<file path="config.mk">
export PLATFORM = sky130hd
export DESIGN_NAME = scs_clock_source_select
export DESIGN_NICKNAME = d
export VERILOG_FILES = /design/src/scs_pkg.sv /design/src/scs_clock_source_select.sv /design/src/scs_tick_halver.sv /design/src/scs_startup_counter.sv
export VERILOG_INCLUDE_DIRS = /design/src
export SDC_FILE = /design/constraint.sdc
export NUM_CORES = 1
export LEC_CHECK = 0
export BUFFER_PORTS_ARGS = -buffer_cell sky130_fd_sc_hd__buf_4
export CAP_MARGIN = 20
export CORE_MARGIN = 5
export CORE_UTILIZATION = 43
export CTS_BUF_LIST = sky130_fd_sc_hd__clkbuf_8
export CTS_CLUSTER_SIZE = 40
export DETAILED_ROUTE_END_ITERATION = 16
export GPL_TIMING_DRIVEN = 0
export PLACE_DENSITY = 0.73
export SYNTH_ARGS = -nofsm -noshare
export SYNTH_HDL_FRONTEND = slang
export SYNTH_SLANG_ARGS = --single-unit
export TNS_END_PERCENT = 30
</file>
<file path="constraint.sdc">
create_clock -name clk -period 3.1 [get_ports clk]
set_clock_uncertainty 0.05 [all_clocks]
set_input_delay 0.62 -clock clk [delete_from_list [all_inputs] [get_ports clk]]
set_output_delay 0.62 -clock clk [all_outputs]
set_load 0.02 [all_outputs]
</file>
<file path="src/scs_map.svh">
/*
 * Offsets, field positions, reset values and counts of the clock source selector.
 * Assumes it is included by bare name wherever the map is needed.
 */
`ifndef SCS_MAP_SVH
`define SCS_MAP_SVH

// ****************************************************************
// Register byte offsets
// ****************************************************************
`define SCS_OFF_CONFIG 8'h00
`define SCS_OFF_PINIO 8'h04
`define SCS_OFF_STATUS 8'h08

// ****************************************************************
// Configuration register fields
// ****************************************************************
`define SCS_CFG_MODE_LSB 0
`define SCS_CFG_MODE_MSB 2
`define SCS_CFG_SPEED_BIT 3
`define SCS_CFG_PWRDLY_BIT 4
`define SCS_CFG_RESET 5'h10

// ****************************************************************
// Pin register fields
// ****************************************************************
`define SCS_PIN_LAT0_BIT 0
`define SCS_PIN_LAT1_BIT 1
`define SCS_PIN_DIR0_BIT 2
`define SCS_PIN_DIR1_BIT 3
`define SCS_PIN_LVL0_BIT 4
`define SCS_PIN_LVL1_BIT 5
`define SCS_PIN_RESET 4'hC

// ****************************************************************
// Start-up counts
// ****************************************************************
`define SCS_OST_COUNT 11'h400
`define SCS_WARM_COUNT 11'h010

`endif

</file>
<file path="src/scs_pkg.sv">
/*
 * Types of the clock source selector: clock modes and start-up states.
 * Assumes nothing beyond a SystemVerilog compiler.
 */
package scs_pkg;

    // Clock source modes; codes are internal, the field decode is a parameter.
    typedef enum logic [2:0] {
        SCS_LOW_GAIN = 3'h0,
        SCS_MED_GAIN = 3'h1,
        SCS_HIGH_GAIN = 3'h2,
        SCS_EXT_CLOCK = 3'h3,
        SCS_INT_BOTH_FREE = 3'h4,
        SCS_INT_WITH_OUT = 3'h5,
        SCS_RC_PIN_IO = 3'h6,
        SCS_RC_DIVIDED_CLOCK_OUTPUT = 3'h7
    } scs_mode_e;

    // Start-up sequencer states, one-hot.
    typedef enum logic [4:0] {
        SCS_ST_POWER = 5'h01,
        SCS_ST_COUNT = 5'h02,
        SCS_ST_WARM = 5'h04,
        SCS_ST_READY = 5'h08,
        SCS_ST_SLEEP = 5'h10
    } scs_state_e;

endpackage

</file>
<file path="src/scs_clock_source_select.sv">
/*
 * System clock source selector: mode decode, pin routing, clock tick selection,
 * start-up wait sequencing and an AHB-Lite register slave.
 * Assumes one 20 MHz clock, synchronous active-low reset, a single AHB-Lite
 * master, and power-up, sleep and wake signals from logic on the same clock.
 */
// Contract
// - Eight clock modes come from a three-bit configuration field.
// - Internal modes give 8 MHz directly or 4 MHz through a postscaler.
// - Crystal modes wait 1024 crystal input oscillations before the clock is stable.
// - Start-up wait begins after power-up delay if enabled, and on every wake.
// - Program counter is held while the start-up wait runs.
// - External clock mode skips the start-up wait entirely.
// - External clock mode clocks from first pin; second pin is general I/O.
// - Stopped external clock freezes all state; restart resumes unchanged.
// - Resistor-capacitor mode drives second pin with oscillator frequency over four.
// - Resistor-capacitor pin I/O variant frees the second pin as general I/O.
// - Internal mode with output drives clock over four, frees first pin.
// - Internal mode without output frees both oscillator pins.
// - Crystal modes pick lowest, intermediate or highest amplifier gain.
// - A configuration bit picks 4 MHz or 8 MHz internal clock.
`timescale 1ns/100ps
`include "scs_map.svh"
module scs_clock_source_select
    import scs_pkg::*;
#(
    parameter scs_mode_e MODE_MAP [0:7] = '{SCS_LOW_GAIN, SCS_MED_GAIN, SCS_HIGH_GAIN, SCS_EXT_CLOCK,
        SCS_INT_BOTH_FREE, SCS_INT_WITH_OUT, SCS_RC_PIN_IO, SCS_RC_DIVIDED_CLOCK_OUTPUT}
)(
    // Clock and reset.
    input wire logic clk,
    input wire logic reset_n,
    // AHB-Lite slave.
    input wire logic hsel,
    input wire logic [31:0] haddr,
    input wire logic [1:0] htrans,
    input wire logic hwrite,
    input wire logic [2:0] hsize,
    input wire logic [31:0] hwdata,
    input wire logic hready,
    output logic hreadyout,
    output logic [31:0] hrdata,
    output logic hresp,
    // Power and sleep events from the core.
    input wire logic powerUpDelayDone,
    input wire logic sleepRequest,
    input wire logic wakeEvent,
    // Internal oscillator raw output, 8 MHz, asynchronous.
    input wire logic intOscIn,
    // First oscillator pin, crystal input side.
    input wire logic crystalInPinIn,
    output logic crystalInPinOut,
    output logic crystalInPinOeN,
    // Second oscillator pin, crystal output side.
    input wire logic crystalOutPinIn,
    output logic crystalOutPinOut,
    output logic crystalOutPinOeN,
    // Amplifier and system clock controls.
    output logic ampEnable,
    output logic [1:0] ampGain,
    output logic sysClockTick,
    output logic holdPc
);

    // ****************************************************************
    // Input synchronisers
    // ****************************************************************
    logic [2:0] pinRaw;
    logic [2:0] syncA_reg, syncB_reg, syncC_reg;
    logic [2:0] pinEdge;

    assign pinRaw = {intOscIn, crystalOutPinIn, crystalInPinIn};

    // Two flip-flops per input, then a third for rising-edge detection.
    genvar gi;
    generate
        for (gi = 0; gi < 3; gi++) begin : g_sync
            always_ff @(posedge clk) begin
                if (!reset_n) begin
                    syncA_reg[gi] <= 1'b0;
                    syncB_reg[gi] <= 1'b0;
                    syncC_reg[gi] <= 1'b0;
                end else begin
                    syncA_reg[gi] <= pinRaw[gi];
                    syncB_reg[gi] <= syncA_reg[gi];
                    syncC_reg[gi] <= syncB_reg[gi];
                end
            end
            assign pinEdge[gi] = syncB_reg[gi] & ~syncC_reg[gi];
        end
    endgenerate

    // ****************************************************************
    // Registers
    // ****************************************************************
    logic [4:0] config_reg, config_next;
    logic [3:0] pinio_reg, pinio_next;
    logic pending_reg, pending_next;
    logic pendWrite_reg, pendWrite_next;
    logic [7:0] pendAddr_reg, pendAddr_next;
    logic hreadyout_reg, hreadyout_next;
    logic [31:0] hrdata_reg, hrdata_next;
    logic [31:0] statusWord;
    scs_state_e state_reg, state_next;

    // ****************************************************************
    // Mode decode
    // ****************************************************************
    scs_mode_e mode;
    logic speed8;
    logic pwrDlyEnable;
    logic isCrystal, isInternal, isExtClock, driveClkOut, pin0Free, pin1Free;
    logic [1:0] gainSel;

    assign mode = MODE_MAP[config_reg[`SCS_CFG_MODE_MSB:`SCS_CFG_MODE_LSB]];
    assign speed8 = config_reg[`SCS_CFG_SPEED_BIT];
    assign pwrDlyEnable = config_reg[`SCS_CFG_PWRDLY_BIT];

    // Per-mode source, pin use and amplifier gain.
    always_comb begin
        isCrystal = 1'b0;
        isInternal = 1'b0;
        isExtClock = 1'b0;
        driveClkOut = 1'b0;
        pin0Free = 1'b0;
        pin1Free = 1'b0;
        gainSel = 2'h0;
        case (mode)
            SCS_LOW_GAIN: begin
                isCrystal = 1'b1;
                gainSel = 2'h1;
            end
            SCS_MED_GAIN: begin
                isCrystal = 1'b1;
                gainSel = 2'h2;
            end
            SCS_HIGH_GAIN: begin
                isCrystal = 1'b1;
                gainSel = 2'h3;
            end
            SCS_EXT_CLOCK: begin
                isExtClock = 1'b1;
                pin1Free = 1'b1;
            end
            SCS_INT_BOTH_FREE: begin
                isInternal = 1'b1;
                pin0Free = 1'b1;
                pin1Free = 1'b1;
            end
            SCS_INT_WITH_OUT: begin
                isInternal = 1'b1;
                pin0Free = 1'b1;
                driveClkOut = 1'b1;
            end
            SCS_RC_PIN_IO: begin
                pin1Free = 1'b1;
            end
            SCS_RC_DIVIDED_CLOCK_OUTPUT: begin
                driveClkOut = 1'b1;
            end
            default: begin
                isExtClock = 1'b0;
            end
        endcase
    end

    // ****************************************************************
    // Clock tick selection and dividers
    // ****************************************************************
    logic postTick;
    logic fosc4Level;
    logic sysTickSel;

    // Postscaler turns 8 MHz internal ticks into 4 MHz ticks.
    scs_tick_halver u_postscaler (
        .clk(clk),
        .reset_n(reset_n),
        .tickIn(pinEdge[2]),
        .halfTick(postTick),
        .quarterLevel()
    );

    // Internal ticks by speed bit; external modes tick only on first-pin edges, so a stopped clock freezes.
    assign sysTickSel = isInternal ? (speed8 ? pinEdge[2] : postTick) : pinEdge[0];

    // Oscillator frequency over four for the clock output pin.
    scs_tick_halver u_divided_clock_output_div (
        .clk(clk),
        .reset_n(reset_n),
        .tickIn(sysTickSel),
        .halfTick(),
        .quarterLevel(fosc4Level)
    );

    // ****************************************************************
    // Start-up sequencer
    // ****************************************************************
    logic cntClear, cntTick, cntDone;
    logic [10:0] cntTarget;

    // Counter runs on crystal edges in count state and on clk cycles in warm state.
    assign cntClear = (state_reg != state_next);
    assign cntTick = (state_reg == SCS_ST_COUNT) ? pinEdge[0] : (state_reg == SCS_ST_WARM);
    assign cntTarget = (state_reg == SCS_ST_COUNT) ? `SCS_OST_COUNT : `SCS_WARM_COUNT;

    scs_startup_counter u_counter (
        .clk(clk),
        .reset_n(reset_n),
        .clear(cntClear),
        .tick(cntTick),
        .target(cntTarget),
        .done(cntDone)
    );

    // Next state: power-up, optional wait, ready, sleep and wake.
    always_comb begin
        state_next = state_reg;
        case (state_reg)
            SCS_ST_POWER: begin
                if (!pwrDlyEnable || powerUpDelayDone) begin
                    if (isCrystal) begin
                        state_next = SCS_ST_COUNT;
                    end else if (isInternal) begin
                        state_next = SCS_ST_WARM;
                    end else begin
                        state_next = SCS_ST_READY;
                    end
                end
            end
            SCS_ST_COUNT: begin
                if (cntDone) begin
                    state_next = SCS_ST_READY;
                end
            end
            SCS_ST_WARM: begin
                if (cntDone) begin
                    state_next = SCS_ST_READY;
                end
            end
            SCS_ST_READY: begin
                if (sleepRequest) begin
                    state_next = SCS_ST_SLEEP;
                end
            end
            SCS_ST_SLEEP: begin
                if (wakeEvent) begin
                    if (isCrystal) begin
                        state_next = SCS_ST_COUNT;
                    end else if (isInternal) begin
                        state_next = SCS_ST_WARM;
                    end else begin
                        state_next = SCS_ST_READY;
                    end
                end
            end
            default: begin
                state_next = SCS_ST_POWER;
            end
        endcase
    end

    always_ff @(posedge clk) begin
        if (!reset_n) begin
            state_reg <= SCS_ST_POWER;
        end else begin
            state_reg <= state_next;
        end
    end

    // ****************************************************************
    // AHB-Lite slave
    // ****************************************************************
    assign statusWord = {26'h000_0000, isInternal, mode, (state_reg == SCS_ST_READY), holdPc};

    // Address phase is captured, then one wait cycle performs the access and registers read data.
    always_comb begin
        pending_next = 1'b0;
        pendWrite_next = pendWrite_reg;
        pendAddr_next = pendAddr_reg;
        hreadyout_next = 1'b1;
        hrdata_next = hrdata_reg;
        config_next = config_reg;
        pinio_next = pinio_reg;
        if (pending_reg) begin
            if (pendWrite_reg) begin
                case (pendAddr_reg)
                    `SCS_OFF_CONFIG: config_next = hwdata[4:0];
                    `SCS_OFF_PINIO: pinio_next = hwdata[3:0];
                    default: config_next = config_reg;
                endcase
            end else begin
                case (pendAddr_reg)
                    `SCS_OFF_CONFIG: hrdata_next = {27'h000_0000, config_reg};
                    `SCS_OFF_PINIO: hrdata_next = {26'h000_0000, syncB_reg[1:0], pinio_reg};
                    `SCS_OFF_STATUS: hrdata_next = statusWord;
                    default: hrdata_next = 32'h0000_0000;
                endcase
            end
        end else if (hsel && htrans[1] && hready) begin
            pending_next = 1'b1;
            pendWrite_next = hwrite;
            pendAddr_next = {haddr[7:2], 2'h0};
            hreadyout_next = 1'b0;
        end
    end

    always_ff @(posedge clk) begin
        if (!reset_n) begin
            pending_reg <= 1'b0;
            pendWrite_reg <= 1'b0;
            pendAddr_reg <= 8'h00;
            hreadyout_reg <= 1'b1;
            hrdata_reg <= 32'h0000_0000;
            config_reg <= `SCS_CFG_RESET;
            pinio_reg <= `SCS_PIN_RESET;
        end else begin
            pending_reg <= pending_next;
            pendWrite_reg <= pendWrite_next;
            pendAddr_reg <= pendAddr_next;
            hreadyout_reg <= hreadyout_next;
            hrdata_reg <= hrdata_next;
            config_reg <= config_next;
            pinio_reg <= pinio_next;
        end
    end

    assign hreadyout = hreadyout_reg;
    assign hrdata = hrdata_reg;
    assign hresp = 1'b0;

    // ****************************************************************
    // Registered outputs
    // ****************************************************************
    logic pin0Out_reg, pin0Out_next, pin0OeN_reg, pin0OeN_next;
    logic pin1Out_reg, pin1Out_next, pin1OeN_reg, pin1OeN_next;
    logic ampEn_reg, ampEn_next, sysTick_reg, sysTick_next, holdPc_reg, holdPc_next;
    logic [1:0] gain_reg, gain_next;

    // Pin routing, amplifier, system tick and program counter hold.
    always_comb begin
        pin0Out_next = pinio_reg[`SCS_PIN_LAT0_BIT];
        pin0OeN_next = ~(pin0Free & ~pinio_reg[`SCS_PIN_DIR0_BIT]);
        if (driveClkOut) begin
            pin1Out_next = fosc4Level;
            pin1OeN_next = 1'b0;
        end else begin
            pin1Out_next = pinio_reg[`SCS_PIN_LAT1_BIT];
            pin1OeN_next = ~(pin1Free & ~pinio_reg[`SCS_PIN_DIR1_BIT]);
        end
        ampEn_next = isCrystal;
        gain_next = gainSel;
        sysTick_next = sysTickSel & ~isExtClock | sysTickSel & isExtClock;
        holdPc_next = (state_next != SCS_ST_READY);
    end

    always_ff @(posedge clk) begin
        if (!reset_n) begin
            pin0Out_reg <= 1'b0;
            pin0OeN_reg <= 1'b1;
            pin1Out_reg <= 1'b0;
            pin1OeN_reg <= 1'b1;
            ampEn_reg <= 1'b0;
            gain_reg <= 2'h0;
            sysTick_reg <= 1'b0;
            holdPc_reg <= 1'b1;
        end else begin
            pin0Out_reg <= pin0Out_next;
            pin0OeN_reg <= pin0OeN_next;
            pin1Out_reg <= pin1Out_next;
            pin1OeN_reg <= pin1OeN_next;
            ampEn_reg <= ampEn_next;
            gain_reg <= gain_next;
            sysTick_reg <= sysTick_next;
            holdPc_reg <= holdPc_next;
        end
    end

    assign crystalInPinOut = pin0Out_reg;
    assign crystalInPinOeN = pin0OeN_reg;
    assign crystalOutPinOut = pin1Out_reg;
    assign crystalOutPinOeN = pin1OeN_reg;
    assign ampEnable = ampEn_reg;
    assign ampGain = gain_reg;
    assign sysClockTick = sysTick_reg;
    assign holdPc = holdPc_reg;

endmodule

</file>
<file path="src/scs_tick_halver.sv">
/*
 * Halves a tick stream: a pulse on every second input tick and a level that
 * toggles on each output pulse, so the level runs at a quarter of the tick rate.
 * Assumes ticks are one-cycle pulses on clk.
 */
`timescale 1ns/100ps
module scs_tick_halver
    import scs_pkg::*;
(
    // Clock and reset.
    input wire logic clk,
    input wire logic reset_n,
    // Tick in.
    input wire logic tickIn,
    // Halved tick and quarter-rate level.
    output logic halfTick,
    output logic quarterLevel
);

    logic phase_reg, phase_next;
    logic halfTick_reg, halfTick_next;
    logic level_reg, level_next;

    // Next phase, pulse and level.
    always_comb begin
        phase_next = phase_reg ^ tickIn;
        halfTick_next = tickIn & phase_reg;
        level_next = level_reg ^ (tickIn & phase_reg);
    end

    // Registers.
    always_ff @(posedge clk) begin
        if (!reset_n) begin
            phase_reg <= 1'b0;
            halfTick_reg <= 1'b0;
            level_reg <= 1'b0;
        end else begin
            phase_reg <= phase_next;
            halfTick_reg <= halfTick_next;
            level_reg <= level_next;
        end
    end

    assign halfTick = halfTick_reg;
    assign quarterLevel = level_reg;

endmodule

</file>
<file path="src/scs_startup_counter.sv">
/*
 * Start-up wait counter: counts qualifying ticks up to a target and reports done.
 * Assumes clear and tick are one-cycle signals on clk.
 */
`timescale 1ns/100ps
module scs_startup_counter
    import scs_pkg::*;
(
    // Clock and reset.
    input wire logic clk,
    input wire logic reset_n,
    // Control.
    input wire logic clear,
    input wire logic tick,
    input wire logic [10:0] target,
    // Result.
    output logic done
);

    logic [10:0] count_reg, count_next;

    // Count ticks, stop at the target, restart from zero on clear.
    always_comb begin
        if (clear) begin
            count_next = 11'h000;
        end else if (tick && count_reg != target) begin
            count_next = count_reg + 11'h001;
        end else begin
            count_next = count_reg;
        end
    end

    // Register.
    always_ff @(posedge clk) begin
        if (!reset_n) begin
            count_reg <= 11'h000;
        end else begin
            count_reg <= count_next;
        end
    end

    assign done = (count_reg == target);

endmodule

</file>
* After elaboration in Yosys (flattened, before gate mapping)
Memory sizes are Yosys's and may differ from the RTL's.
Index checks and enable logic that the tools add are counted.
** Storage, ports and cells
- Memories kept :: 1
- Bits of input ports :: 80
- Word-level logic and storage cells :: 115
- Bits in read-only memories :: 24
- Output and inout port bits :: 43
- Flip-flop bits (word level) :: 87
** Memories
- (name not given) :: words 8, bits a word 3, read ports 1, clocked after memory_dff 0, write ports 0, line scs_clock_source_select.sv:115 : assign mode = MODE_MAP[config_reg[`SCS_CFG_MODE_MSB:`SCS_CFG_MODE_LSB]];
** Operators by class
- Order comparisons :: 1
- Reduce and logical (&&, ||, !) cells :: 18
- Muxes and demuxes :: 24
- Add/sub/neg operators :: 1
- Equal/unequal tests :: 18
- Bitwise logic cells :: 23
** Operator list (number)
- $mux 5 :: 4
- $pmux 5 s4 :: 1
- $pmux 6 s3 :: 1
- $eq 3x3->1 const B :: 4
- $mux 1 :: 12
- $add 11x1->11 const B :: 1
- $eq 11x11->1 :: 1
- $mux 11 :: 1
- $ne 11x11->1 :: 1
- $not 1->1 :: 10
- $reduce_or 2->1 :: 5
- $and 1x1->1 :: 8
- $logic_not 8->1 :: 1
- $mux 4 :: 2
- $eq 3x2->1 const B :: 2
- $eq 6x1->1 const B :: 1
- $eq 6x2->1 const B :: 1
- $mux 3 :: 2
- $pmux 2 s3 :: 1
- $reduce_and 3->1 :: 2
- $reduce_or 3->1 :: 2
- $eq 5x1->1 const B :: 1
- $eq 5x2->1 const B :: 1
- $eq 5x3->1 const B :: 1
- 14 further kinds :: 19

* Depth between registers and ports, before layout
Gate-level depths: netlist of the first run.
- Word-level depth :: 13
- Depth in mapped cells :: 7
- Depth with buffers taken out :: 6

* By module
From an unflattened synthesis of the first run, not the netlist that was laid out.
** Second synthesis, totals
- Cells, all modules :: 332
- Area, all modules :: 2910.3 µm²
** By module, submodules not included
- scs_clock_source_select :: sequential area each 920.9 µm², cells each 238, area each 2065.7 µm², times used 1
- scs_startup_counter :: sequential area each 220.2 µm², cells each 78, area each 641.9 µm², times used 1
- scs_tick_halver :: sequential area each 60.1 µm², cells each 8, area each 101.3 µm², times used 2

* Worst setup path after synthesis of the first run
OpenSTA, ideal clock, no wires.
- Path type :: input -> register
- From :: input powerUpDelayDone
- To :: register u_counter.count_reg[10]
- Data required time :: 2932 ps
- Arrival time :: 1450 ps
- Library setup time :: 118 ps
- Cell stages on the path :: 6
- Buffers on the path :: 1
- Path slack :: 1482 ps
- Cell sequence :: nand2b_1 a21oi_1 o221a_2 o211ai_1 buf_2 nor2_1
** Between the ends
- Cells in the longest elaborated chain, start to end :: 5
** RTL lines
- from (decl) :: line scs_clock_source_select.sv:45 : input wire logic powerUpDelayDone,
- $logic_or 1x1->1 :: line scs_clock_source_select.sv:220 : if (!pwrDlyEnable || powerUpDelayDone) begin
- $mux 5 :: line scs_clock_source_select.sv:220
- $pmux 5 s4 :: line scs_clock_source_select.sv:218 : case (state_reg)
- $ne 5x5->1 :: line scs_clock_source_select.sv:202 : assign cntClear = (state_reg != state_next);
- $reduce_or 2->1 (no source line)
- to (signal assigned) :: line scs_startup_counter.sv:38 : count_reg <= count_next;
- to (decl) :: line scs_startup_counter.sv:20 : logic [10:0] count_reg, count_next;
No other way between the ends.
A chain may end at the register's enable or synchronous reset.

* Final worst setup path of the first run
- From :: register config_reg[2]
- To :: register u_divided_clock_output_div.level_reg, in the netlist u_divided_clock_output_div.quarterLevel
** Between the ends
- Cells in the longest elaborated chain, start to end :: 10
** RTL lines
- from (decl) :: line scs_clock_source_select.sv:96 : logic [4:0] config_reg, config_next;
- from (signal assigned) :: line scs_clock_source_select.sv:314 : config_reg <= `SCS_CFG_RESET;
- from (signal assigned) :: line scs_clock_source_select.sv:322 : config_reg <= config_next;
- $not 3->4 (*) :: line scs_clock_source_select.sv:115
- $mem_v2 8x3 (*)
- $mux 3 (*) (2 in a row) :: line scs_clock_source_select.sv:115
- $eq 3x3->1 :: line scs_clock_source_select.sv:128 : case (mode)
- $reduce_or 2->1 (no source line) (*)
- $mux 1 (*) :: line scs_clock_source_select.sv:128
- $mux 1 (*) :: line scs_clock_source_select.sv:184 : assign sysTickSel = isInternal ? (speed8 ? pinEdge[2] : postTick) : pinEdge[0];
- $and 1x1->1 (*)
- $xor 1x1->1 (*) :: line scs_tick_halver.sv:28 : level_next = level_reg ^ (tickIn & phase_reg);
- to (signal assigned) :: line scs_tick_halver.sv:40 : level_reg <= level_next;
- to (decl) :: line scs_tick_halver.sv:22 : logic level_reg, level_next;
Mark *: on every way between the ends. The rest lies on a longest branch, timed or not. The select of a mux whose other input is x is not followed.

==> results of run 1 <==
## layout make-up
cell class,count,area (sq um)
tap,96,120.1
inverter,9,33.78
clock inverter,6,86.33
timing repair buffer,38,285.3
sequential,61,1221
multi-input combinational,244,1544
fill,620,3078
buffer,43,287.8
clock buffer,10,137.6
## placed cells by master (no fill, tap or decap), types with 5 or more instances in the layout
master    count
a21boi_0      9
a21oi_1      12
a22oi_1       5
and2_1       16
buf_4        65
clkbuf_1     11
clkbuf_8     10
conb_1       27
dfxtp_1      61
inv_1         9
mux2i_1      15
nand2_1      36
nand2b_1      5
nand3_1       9
nor2_1       12
nor2b_1      17
nor3_1        6
o21ai_0      12
xnor2_1       8
## power by group
| part | leakage (nW) | total (mW) | switching, mW | internal [mW] |
|---|---|---|---|---|
| Sequential | 0.495 | 0.809 | 0.0102 | 0.799 |
| Combinational | 0.932 | 0.194 | 0.106 | 0.0884 |
| Clock | 0.112 | 0.784 | 0.312 | 0.473 |
| Total | 1.54 | 1.79 | 0.428 | 1.36 |
## kinds of logic after synthesis
logic type,synth area share
AOI/OAI and AO/OA,0.1298
DFF,0.4085
xor gates and xnor gates,0.03558
buffers and inverters,0.1076
and+or+nand+nor,0.2503
adders and majority gates,0.01674
muxes,0.05023
other,0.001255
## critical path, stage by stage (launching register included)
cell      delay [ps]
dfxtp_1          310
clkbuf_1         360
nand2b_1         220
nand2_1          100
o21ai_0          120
ha_1             220
xor2_1           150
and2_1           150
## worst paths after layout
path,start,to,slack [ps]
worst max register to register,config_reg[2],u_divided_clock_output_div.quarterLevel,1310
worst min register to register,syncA_reg[1],syncB_reg[1],380
worst max-delay path,config_reg[2],u_divided_clock_output_div.quarterLevel,1310
worst min-delay path,syncA_reg[1],syncB_reg[1],380
## through the flow
step | cell area (sq um) | power, mW | worst slack [ps] | hold WS (ps) | utilization
floorplan | 3087 | 0.9682 | 1482 | 361.9 | -
global placement | 3492 | 1.017 | 1133 | 366.0 | 0.5140
detailed placement | 3492 | 1.020 | 1136 | 366.9 | 0.5140
CTS | 3716 | 1.801 | 1300 | 384.4 | 0.5470
global route | 3716 | 1.872 | 1123 | 397.3 | 0.5470
finish | 3716 | 1.788 | 1314 | 383.5 | 0.5470
## per-layer routing
| metal | share of wire | vias to the layer above |
|---|---|---|
| li1 | - | 1224 |
| met1 | 0.46 | 1065 |
| met2 | 0.47 | 62 |
| met3 | 0.059 | 8 |
| met4 | 0.016 | 0 |
| met5 | 0 | - |
==> flow_summary.ini, run 1 <==
[sta]
timing.setup.tns_ps = 0
period_needed_ps = 1786
fmax_mhz = 560.0
rsz0062_at_grt = no
drv_slew = 0
finalSetupViolCount = 0
worstMarginPinSlew_ps = 532.4
hold_violations = 0
max_slew_margin = 0.6451
period_share = 0.5760

[critical_path]
end_kind = flip-flop
cp.arrival_ps = 1970
critPathRequiredTime_ps = 3280
cp_max_fo = 10
r2r.worst_path.cells = 7
startpoint_type = flip-flop
worst-setup-path-type = flip-flop to flip-flop

[grt]
top_usage_layer = met2
grt_use_met2 = 0.2531
grtUsageMet3 = 0.04505
grt_pass1_vias = 2243
grt_pass1_wl_mm = 10.34
antenna_found_initial = 0
grt_overflow = 0
use_met1 = 0.1808
grt_max_degree = 12
track_usage = 0.1516

[route]
viasPerCell = 4.653
route.vias.total = 2359
wl_per_cell_um = 12.07
wl_mm = 6.120
drtAntennaViolNets = 0
drtIter0Drc = 91
drc_errors = 0
drtPass1Iterations = 4

[floorplanning]
placeableCoreArea_sq_um = 6794
fp-row-count = 30
initial_core_util = 0.4400
dieWidth_um = 93.38
die_y_um = 93.38
die-area_sq_um = 8719
io_pins = 123

[clocking]
cts_tree = yes
clkTransAtPathRegs_ps = 70
cts_max_level = 3
insertion_delay_ps = 340
cts_buffers = 9
cts_resized = 0
clock-root-buffer = clkbuf_8
cts.path.max_buffers = 2
ctsHoldBuffers = 0
post-cts-setup-buffer-count = 0
cts.sinks = 61

[synthesis]
yosys_warnings = 0
yosysSeqAreaShare = 0.4085
yosysMostFrequentCell = dfxtp_1
synth_area_leaders = dfxtp_1 (41%), buf_4 (6.8%), mux2i_1 (5.0%)
synthFlopType = dfxtp_1
syn-cell-area_sq_um = 2989
async_flop_share = 0
synth_cell_type_count = 56
yosys.area.top_type = dfxtp_1
ys_top_cells_by_count = dfxtp_1 (61), nand2_1 (36), buf_4 (27)
synthCells = 331
synth_edf_count = 0
syn_area_per_cell_sq_um = 9.031
ys_ff_latch = 61
synth_top_area_frac = 0.4085

[finish]
largest_reg_flops = 11
diodes = 0
fin_cells = 507
drive_above_1_share = 0.2457
nets = 490
areaGrowthSynthToFinish_pct = 24.32

[outcome]
outcome = finished clean

[placement]
place_inst = 491
io_buffers = 38
place.detailed.hpwl_mm = 4.635
routabilityCongestion = 0.8127

[flow_run]
cap_violations = 0

[power_and_ir_drop]
cellPowerDensity_nw_per_um2 = 481.1
p_leak_nw = 1.540
vdd_drop_max_v = 0.0002234

[min_path]
hold_depth = 1
hold_class = flip-flop to flip-flop
No activity file was read; power rests on OpenSTA's default activity.
==> inputs of run 2 (changes only) <==
--- a/config.mk
+++ b/config.mk
@@ -6,6 +6,7 @@
 export SDC_FILE = /design/constraint.sdc
 export NUM_CORES = 1
 export LEC_CHECK = 0
+export ABC_AREA = 1
 export BUFFER_PORTS_ARGS = -buffer_cell sky130_fd_sc_hd__buf_4
 export CAP_MARGIN = 20
 export CORE_MARGIN = 5
==> constraint.sdc (replaced) <==
create_clock -name clk -period 1.7 [get_ports clk]
set_clock_uncertainty 0.05 [all_clocks]
set_input_delay 0.34 -clock clk [delete_from_list [all_inputs] [get_ports clk]]
set_output_delay 0.34 -clock clk [all_outputs]
set_load 0.02 [all_outputs]
==> run 2 against run 1 <==
Sequential cell count unchanged. Combinational power up 66%. Utilization is 0.14 points lower. Critical path type unchanged. Largest cell class unchanged.
==> flow_summary.ini, run 2 <==
[power_and_ir_drop]
seq_power_share = 0.457
p_leak_nw = 1.737
vdd_drop_max_v = 0.0007717
p_int_mw = 2.456
p_comb_frac = 0.100
clkPwrFrac = 0.443
total_power_mw = 3.236
netSwitchingFraction = 0.2411
power_switching_mw = 0.7801
cellPowerDensity_nw_per_um2 = 877.9

[clocking]
insertion_delay_ps = 340
cts_resized = 0
post-cts-setup-buffer-count = 0
clkTransAtPathRegs_ps = 70
cts_buffers = 9
clock-root-buffer = clkbuf_8
cts.path.max_buffers = 2
ctsHoldBuffers = 0
cts.sinks = 61
cts_tree = yes
cts_max_level = 3

[floorplanning]
dieWidth_um = 93.10
die_y_um = 93.10
io_pins = 123
die-area_sq_um = 8667
placeableCoreArea_sq_um = 6756
initial_core_util = 0.4394
fp-row-count = 30

[grt]
antenna_found_initial = 0
grt_pass1_vias = 2522
grt_overflow = 0
grt_pass1_wl_mm = 11.20
grt_max_degree = 12
track_usage = 0.1628

[critical_path]
crit_start = u_counter.count_reg[0]
cp.arrival_ps = 1770
max_stage_delay_ps = 370
reg2reg_from = u_counter.count_reg[0]
startpoint_type = flip-flop
worst-setup-path-type = flip-flop to flip-flop
crit_top_cell = nand2_2
r2r.worst_path.cells = 10
end_kind = flip-flop
cp_cell_sequence = inv_1 -> ha_1 -> nand4_1 -> nor2_2 -> nand2_4 -> nand2_2 -> nand3_2 -> nand2_2 -> buf_6 -> a21oi_2
critPathCapture = u_counter.count_reg[4]
r2r_setup_slack_ps = 120
critPathRequiredTime_ps = 1880
cp_slowest_cell = dfxtp_1
cp_max_fo = 10
r2r-end = u_counter.count_reg[4]

[sta]
holdWs_ps = 121.0
rsz0062_at_grt = no
max_slew_margin = 0.6490
worstMarginPinSlew_ps = 526.5
timing.setup.tns_ps = 0
fmax_mhz = 631.3
period_share = 0.9318
hold_violations = 0
finalSetupViolCount = 0
period_needed_ps = 1584
worst_slack_ps = 116.0
drv_slew = 0

[placement]
place_inst = 549
routabilityCongestion = 0.9079
place.detailed.hpwl_mm = 5.027
pre_cts_ws_ps = 50.91
dpl_cell_area_sq_um = 3452
io_buffers = 38

[synthesis]
synthFlopType = dfxtp_1
syn-cell-area_sq_um = 2969
syn_area_per_cell_sq_um = 7.331
synth_edf_count = 0
synthCells = 405
synth_top_area_frac = 0.4113
yosys.area.top_type = dfxtp_1
async_flop_share = 0
synth_area_leaders = dfxtp_1 (41%), nand2_1 (9.6%), buf_4 (7.3%)
synth_cell_type_count = 32
yosysMostFrequentCell = nand2_1
yosys_warnings = 0
yosysSeqAreaShare = 0.4113
ys_top_cells_by_count = nand2_1 (76), dfxtp_1 (61), nor2_1 (52)
ys_ff_latch = 61

[route]
wl_met3_um = 398
viasPerCell = 4.673
highest_layer = met4
met1_length_mm = 2.840
met2WireLength_mm = 3.274
wl_per_cell_um = 11.69
drtIter0Drc = 100
route.vias.total = 2640
drtAntennaViolNets = 0
drc_errors = 0
wl_mm = 6.607
drtPass1Iterations = 4

[flow_run]
cap_violations = 0

[finish]
areaGrowthSynthToFinish_pct = 24.15
final_cell_area_sq_um = 3686
nets = 564
diodes = 0
register_area_sq_um = 1221
drive_above_1_share = 0.2598
final_core_util = 0.5456
layout_commonest_cell = nand2_1
layout_common_cells = nand2_1 (76), buf_4 (67), dfxtp_1 (61), nor2_1 (49), inv_1 (46)
fin_cells = 565
largest_reg_flops = 11
multi_input_area_sq_um = 1396
fillers = 671

[outcome]
outcome = finished clean

[min_path]
hold_class = input port to flip-flop
run 2: cell types whose count changed after synthesis, moves of 13 or more:
cell and change:
inv_1 +36, and2_1 -16, nor2_1 +40, nand2_1 +40
nor2b_1 -17, mux2i_1 -15, nand4_1 +16, nand2_2 +13
run 2: per-layer routing:
layer,GRT usage,vias up
met3,0.05873,12
li1,-,1387
met2,0.2669,68
met4,0.06838,0
met5,0,-
met1,0.1920,1173
run 2: area by class of cell:
| class | count | share of cell area |
|---|---|---|
| timing repair buffer | 38 | 0.07739 |
| sequential | 61 | 0.3313 |
| clock inverter | 6 | 0.02342 |
| multi-input combinational | 281 | 0.3788 |
| clock buffer | 10 | 0.03734 |
| tap | 80 | 0.02716 |
| buffer | 38 | 0.07264 |
| inverter | 51 | 0.05193 |
run 2: worst min path at each step:
stage | startpoint | endpoint | slack (ps) | depth (start not counted)
final | crystalInPinIn | syncA_reg[0] | 120 | 3
after CTS | crystalInPinIn | syncA_reg[0] | 100 | 3
after floorplan | syncA_reg[0] | syncB_reg[0] | 340 | 2
after detailed placement | syncA_reg[1] | syncB_reg[1] | 360 | 2
after global routing | crystalInPinIn | syncA_reg[0] | 110 | 3
after global placement | syncA_reg[0] | syncB_reg[0] | 350 | 2
run 2: cells by family after synthesis:
family                     synth area share
DFF                                  0.4113
buffers and inverters                0.1547
xor gates and xnor gates            0.01180
and+or+nand+nor                      0.2904
adders and majority gates           0.01686
other                              0.001263
AOI/OAI and AO/OA                    0.1138
run 2: worst max-delay path, delay by kind of cell (launching register included):
kind	cells	cell delay (ps)
simple gates	6	560
buf+inv	2	290
fa+ha+maj	1	150
compound gates	1	50
flops	1	370
run 2: power by group through the flow:
stage / sequential, mW / combinational, mW / clock [mW]
2_1_floorplan: 1.51 / 0.228 / 0
3_3_place_gp: 1.51 / 0.315 / 0
3_5_place_dp: 1.51 / 0.318 / 0
4_1_cts: 1.48 / 0.319 / 1.47
5_1_grt: 1.48 / 0.358 / 1.54
6_report: 1.48 / 0.323 / 1.43
